<file path="config.mk">
export PLATFORM = sky130hd
export DESIGN_NAME = cfg_header_bars
export DESIGN_NICKNAME = d
export VERILOG_FILES = /design/src/cfg_header_pkg.sv /design/src/cfg_header_bars.sv
export SDC_FILE = /design/constraint.sdc
export NUM_CORES = 1
export LEC_CHECK = 0
export BUFFER_PORTS_ARGS = -buffer_cell sky130_fd_sc_hd__buf_2
export CAP_MARGIN = 5
export CORE_AREA = 2 2 112 114
export CTS_CLUSTER_DIAMETER = 50
export CTS_CLUSTER_SIZE = 25
export DETAILED_ROUTE_END_ITERATION = 16
export DIE_AREA = 0 0 114 116
export GPL_TIMING_DRIVEN = 0
export MAX_ROUTING_LAYER = met4
export PLACE_DENSITY = 0.71
export REMOVE_ABC_BUFFERS = 1
export SYNTH_ARGS = -nofsm -noshare
export SYNTH_HDL_FRONTEND = slang
export SYNTH_SLANG_ARGS = --single-unit
</file>
<file path="constraint.sdc">
create_clock -name i_ref_clk -period 1.7 [get_ports i_ref_clk]
set_input_delay 0.085 -clock i_ref_clk [delete_from_list [all_inputs] [get_ports i_ref_clk]]
set_output_delay 0.085 -clock i_ref_clk [all_outputs]
set_load 0.01 [all_outputs]
</file>
<file path="src/cfg_header_pkg.sv">
// Offsets, field layouts and reset values of the configuration header registers
package cfg_header_pkg;

  // Byte offsets of the registers; dword-aligned except the header type/self-test offset 0Eh
  localparam logic [7:0] OFS_HEADER_DWORD = 8'h0C;
  localparam logic [7:0] OFS_HEADER_TYPE_SELFTEST = 8'h0E;
  localparam logic [7:0] OFS_HOST_CTRL_WINDOW_BASE = 8'h10;
  localparam logic [7:0] OFS_VENDOR_EXT_WINDOW_BASE = 8'h14;
  localparam logic [7:0] OFS_CARD_INFO_WINDOW_BASE = 8'h18;

  // Fixed field values
  localparam logic [7:0] SELFTEST_VALUE = 8'h00;
  localparam logic [7:0] HEADER_TYPE_VALUE = 8'h80;
  localparam logic [15:0] HEADER_TYPE_SELFTEST_RESET = 16'h0080;

  // Writable pointer masks
  localparam logic [31:0] HOST_WINDOW_PTR_MASK = 32'hFFFF_F800;
  localparam logic [31:0] VENDOR_WINDOW_PTR_MASK = 32'hFFFF_C000;
  localparam logic [31:0] CARD_INFO_PTR_MASK = 32'hFFFF_F800;
  localparam logic [31:0] WINDOW_BASE_RESET = 32'h0000_0000;

  // Low attribute fields of every window base: size, prefetch, locate type, space flag
  localparam logic [6:0] WINDOW_SIZE_VALUE = 7'h00;
  localparam logic PREFETCH_VALUE = 1'b0;
  localparam logic [1:0] LOCATE_TYPE_VALUE = 2'h0;
  localparam logic SPACE_FLAG_VALUE = 1'b0;

  // Strap of the card mode input; tied high inside this function
  localparam logic CARD_MODE_STRAP_TIE = 1'b1;

  // Configuration access request
  typedef struct packed {
    logic rd;
    logic wr;
    logic [7:0] addr;
    logic [3:0] byte_en;
    logic [31:0] wdata;
  } cfg_req_type;

endpackage

</file>
<file path="src/cfg_header_bars.sv">
// Configuration header type and base address registers of the host controller function
//
// Functional notes
// Upper byte of header/self-test register reads zero: no self-test.
// Lower byte of header/self-test register reads 80h.
// Host window base bits 31..11 writable, reset to zero.
// All-ones write to host window base reads back FFFF_F800.
// Host window base bits 10..4 read zero (2 KB).
// Host window base bit 3 reads zero: not prefetchable.
// Host window base bits 2..1 read 00b: 32-bit, anywhere.
// Host window base bit 0 reads zero: memory space.
// Vendor window base bits 31..14 writable, reset to zero.
// All-ones write to vendor window base reads back FFFF_C000.
// Vendor window base bits 13..0 read zero.
// Card info pointer read-only zero when card mode strap high at reset.
// Card mode strap tied high internally; card info base reads zero.
// Card info base bits 10..4 read zero (2 KB).
// Software uses only byte accesses to the card information space.
// Card info base bits 3..0 read zero.
// Writes to read-only bits are ignored.
`timescale 1ns/1ns
module cfg_header_bars (
  // Clock and reset
  input wire logic i_ref_clk,
  input wire logic i_rst_n,
  // Configuration access
  input wire cfg_header_pkg::cfg_req_type i_cfg_req,
  output logic [31:0] o_cfg_rdata,
  output logic o_cfg_rvalid,
  output logic o_cfg_hit,
  // Decoded window bases for the memory decoders
  output logic [31:0] o_host_window_base,
  output logic [31:0] o_vendor_window_base
);
  import cfg_header_pkg::*;

  logic [31:0] host_window_pointer;
  logic [31:0] vendor_window_pointer;
  logic [31:0] card_info_pointer;
  logic card_mode_strap;
  logic strap_taken;
  logic [31:0] wmask;
  logic [31:0] next_rdata;
  logic hit;

  // Byte enables spread to a bit mask; unselected lanes keep their value
  always_comb begin
    wmask = {{8{i_cfg_req.byte_en[3]}}, {8{i_cfg_req.byte_en[2]}},
             {8{i_cfg_req.byte_en[1]}}, {8{i_cfg_req.byte_en[0]}}};
  end

  // Strap is caught by a clocked process after reset release, never in reset itself
  always_ff @(posedge i_ref_clk or negedge i_rst_n) begin
    if (!i_rst_n) begin
      card_mode_strap <= 1'b0;
      strap_taken <= 1'b0;
    end else if (!strap_taken) begin
      // strap tied high
      card_mode_strap <= CARD_MODE_STRAP_TIE;
      strap_taken <= 1'b1;
    end
  end

  // host pointer writable bits
  always_ff @(posedge i_ref_clk or negedge i_rst_n) begin
    if (!i_rst_n) begin
      host_window_pointer <= WINDOW_BASE_RESET;
    end else if (i_cfg_req.wr && i_cfg_req.addr == OFS_HOST_CTRL_WINDOW_BASE) begin
      // fixed bits masked off
      host_window_pointer <= ((i_cfg_req.wdata & wmask) | (host_window_pointer & ~wmask))
                             & HOST_WINDOW_PTR_MASK;
    end
  end

  // vendor pointer writable bits
  always_ff @(posedge i_ref_clk or negedge i_rst_n) begin
    if (!i_rst_n) begin
      vendor_window_pointer <= WINDOW_BASE_RESET;
    end else if (i_cfg_req.wr && i_cfg_req.addr == OFS_VENDOR_EXT_WINDOW_BASE) begin
      // fixed bits masked off
      vendor_window_pointer <= ((i_cfg_req.wdata & wmask) | (vendor_window_pointer & ~wmask))
                               & VENDOR_WINDOW_PTR_MASK;
    end
  end

  // pointer frozen at zero while strap high; strap low before capture also holds zero
  always_ff @(posedge i_ref_clk or negedge i_rst_n) begin
    if (!i_rst_n) begin
      card_info_pointer <= WINDOW_BASE_RESET;
    end else if (card_mode_strap || !strap_taken) begin
      card_info_pointer <= WINDOW_BASE_RESET;
    end else if (i_cfg_req.wr && i_cfg_req.addr == OFS_CARD_INFO_WINDOW_BASE) begin
      card_info_pointer <= ((i_cfg_req.wdata & wmask) | (card_info_pointer & ~wmask))
                           & CARD_INFO_PTR_MASK;
    end
  end

  // Read multiplexer; unmapped offsets are not claimed and read zero
  always_comb begin
    next_rdata = 32'h0000_0000;
    hit = 1'b1;
    case (i_cfg_req.addr)
      OFS_HEADER_DWORD, OFS_HEADER_TYPE_SELFTEST: begin
        // self-test zero, header 80h in upper half of dword
        next_rdata = {SELFTEST_VALUE, HEADER_TYPE_VALUE, 16'h0000};
      end
      OFS_HOST_CTRL_WINDOW_BASE: begin
        // fixed low attribute bits
        next_rdata = {host_window_pointer[31:11], WINDOW_SIZE_VALUE, PREFETCH_VALUE,
                      LOCATE_TYPE_VALUE, SPACE_FLAG_VALUE};
      end
      OFS_VENDOR_EXT_WINDOW_BASE: begin
        // low fourteen bits zero
        next_rdata = {vendor_window_pointer[31:14], 3'h0, WINDOW_SIZE_VALUE, PREFETCH_VALUE,
                      LOCATE_TYPE_VALUE, SPACE_FLAG_VALUE};
      end
      OFS_CARD_INFO_WINDOW_BASE: begin
        // fixed low attribute bits
        next_rdata = {card_info_pointer[31:11], WINDOW_SIZE_VALUE, PREFETCH_VALUE,
                      LOCATE_TYPE_VALUE, SPACE_FLAG_VALUE};
      end
      default: begin
        hit = 1'b0;
      end
    endcase
  end

  // Read data registered one cycle after the request
  always_ff @(posedge i_ref_clk or negedge i_rst_n) begin
    if (!i_rst_n) begin
      o_cfg_rdata <= 32'h0000_0000;
      o_cfg_rvalid <= 1'b0;
    end else begin
      o_cfg_rvalid <= i_cfg_req.rd;
      if (i_cfg_req.rd) begin
        o_cfg_rdata <= next_rdata;
      end
    end
  end

  assign o_cfg_hit = hit & (i_cfg_req.rd | i_cfg_req.wr);
  assign o_host_window_base = host_window_pointer;
  assign o_vendor_window_base = vendor_window_pointer;

endmodule

</file>
==> summary.txt <==
CORE AREA - 11900 sq um
Clock group share of total power - 44.7%
Aggregate global-route resource usage - 17.6%
CTS Buf Count - 9
Max-slew headroom - 53.8%
CP delay by family, top - simple AND/OR/NAND/NOR gates
RSZ-0062 raised after global routing - no
Die area - 13200 sq um
Routability cong. - 0.732
IO Pins - 146
NumNets Final - 507
Clock Latency Late Sink - 0.34 ns
Number of global-route vias before repair - 3427
Cell Pwr Density - 867 nW/um^2
Detail Route Antenna Nets - 0
Total grt overflow - 0
Skew final - 0.00425 ns
Peak supply drop - 0.338 mV
Sw frac - 23.2%
Number of port buffers - 97
Post-Syn Area per Cell - 11.4 sq um
First-pass GRT wire length - 17400 um
Die Width - 114 um
Fmax - 626 MHz
Largest net degree at the start of global routing - 50
CP Launch Type - input port
Share of cells above drive strength 1 - 38.1%
Initial antenna violation count - 1
Mapped Cells - 364
Ys Warns - 0
Starting DRT DRC Count - 149
Via count - 3247
Clock Sinks - 84
WS Path Type - input port to register
CP max stage delay - 0.71 ns
Tmin final - 1.60 ns
Setup WS post-layout - 0.103 ns
Max Slew Vio Count - 0
Internal power - 3.35 mW
Slew @ Worst Pin - 0.692 ns
Worst EP required - 1.92 ns
Per-cell routed wire length - 17.9 um
DRC errors left - 0
Leak - 2.49 nW
Synthesized area - 4150 sq um
DRT Pass-1 Iters - 4
Die height - 116 um
Place WS - -1.19 ns
Clock buffer depth - 2
Final hold violation count - 0
Crit path DAT - 1.82 ns
CP endpoint kind - register
Max_cap viols - 0
Layout Area Growth over Synthesis - 21.5%
Hold Crit Class - input port to register
Starting Density - 34.8%
Final core utilization - 42.3%
Rows - 40
CP max-delay cell - or4_4
Register share of total power - 46.8%
Sequential-to-total area share from yosys stat - 50.7%
CTS tree - built
Unique masters post-synth - 30
Via density - 5.32
CTS H-tree depth - 3
Status - finished, final reports clean
Final wirelength - 10900 um
Filler cells - 1144
Worst path buffer plus inverter count - 2
Final setup fails - 0
Combinational Power Share - 8.5%
Clock Tree Root - clkbuf_16
CP Cell Sequence - buf_2 > or4_4 > nor4_4 > buf_4 > mux2_2
Final Instance Count excl. Fillers - 610
Clock slew at reported path FFs - 0.06 ns
Period utilization - 94.0%
Dpl cells - 585
Post-DP HPWL - 7180 um
Worst-path maximum fanout - 20
Switch Pwr - 1.01 mW
#FFs+latches synth - 84
## power by group through the flow
stage | registers [mW] | logic [mW] | clock network, mW
after detailed placement | 2.08 | 0.358 | 0
after CTS | 2.05 | 0.367 | 1.99
after floorplan | 2.09 | 0.137 | 0
after global routing | 2.05 | 0.408 | 2.10
final | 2.05 | 0.371 | 1.95
after global placement | 2.08 | 0.337 | 0
## synthesized netlist by cell type (all sizes together)
cell	n	area, sq um
inv	21	78.8
nand2b	2	12.5
mux2i	23	230
nor3b	1	7.51
o221a	1	11.3
conb	2	7.51
clkinv	1	3.75
buf	41	290
nand3	2	10.0
nand2	17	63.8
nor3	1	10.0
o22ai	20	125
or4	1	11.3
clkbuf	20	85.1
nand4b	3	26.3
nor4	4	55.1
nor2b	4	25.0
a21oi	17	85.1
nand4	19	119
a2bb2oi	18	158
o31ai	16	120
mux2	42	473
and4b	2	20.0
dfrtp	84	2100
and3b	1	8.76
o221ai	1	8.76
## cells by family after synthesis
| kind of cell | synth area share, % |
|---|---|
| flip-flops | 50.7 |
| multiplexers | 17.0 |
| buffers and inverters | 11.0 |
| other | 0.181 |
| AO/OA/AOI/OAI | 12.2 |
| AND/OR/NAND/NOR | 8.90 |
## metrics by stage
step | instance area, sq um | power (mW) | hold WS [ns] | TNS (ns)
final | 5040 | 4.37 | 0.00535 | 0
after global routing | 5040 | 4.55 | 0.00737 | 0
after CTS | 5020 | 4.40 | 0.00373 | 0
after detailed placement | 4630 | 2.44 | 0.0810 | -50.44
after global placement | 4570 | 2.42 | 0.336 | -186.72
after floorplan | 3900 | 2.23 | -0.211 | -62.44
## cells in the final DEF (no fill, tap or decap), drive strengths merged, types with 2 or more instances in the layout
master and n:
clkbuf 12, nand2 17, nor4 4, mux2i 23, nor2b 4, mux2 42
and4b 2, buf 107, dlygate4sd3 3, nand4b 3, nand4 19, o31ai 16
nand3 2, o22ai 20, a2bb2oi 18, dfrtp 84, conb 37, inv 21
clkinv 2, nand2b 2, a21oi 17
## area by class of cell
class / instances / area [sq um] / area share [%]
timing repair buffer: 110 / 616 / 12.2
multi-input combinational: 232 / 1760 / 34.9
clock inverter: 2 / 35.0 / 0.695
antenna: 1 / 2.50 / 0.0496
inverter: 22 / 83.8 / 1.66
clock buffer: 12 / 256 / 5.09
tap: 147 / 184 / 3.65
sequential: 84 / 2100 / 41.7
## routing by layer
| layer | GRT usage [%] | wire length [um] | part of all wire (%) | vias up |
|---|---|---|---|---|
| met5 | - | 0 | 0 | - |
| met4 | 6.59 | 164 | 1.5 | 0 |
| li1 | - | - | - | 1452 |
| met3 | 3.56 | 628 | 5.7 | 18 |
| met1 | 21.9 | 4840 | 44 | 1634 |
| met2 | 28.4 | 5310 | 49 | 143 |
## timing repair
item,CTS,global route
endpoints found under the hold margin,37,0
hold buffers,3,0
endpoints found under the setup margin,74,11
pin swaps,4,0
setup buffers,7,0
resized for setup,6,4
## worst paths after layout
check,depth (start not counted),slack (ns),endpoint,from
max,5,0.10,register,i_cfg_req[36]
min,2,0.005,register,i_cfg_req[29]
max reg2reg,3,0.19,card_info_pointer[17],card_mode_strap
min reg2reg,2,0.52,card_info_pointer[11],card_info_pointer[11]
max in group asynchronous,3,0.82,o_cfg_rdata[17],i_rst_n
min in group asynchronous,2,0.25,asynchronous set/reset pin,i_rst_n
No activity file was read; power rests on OpenSTA's default activity.
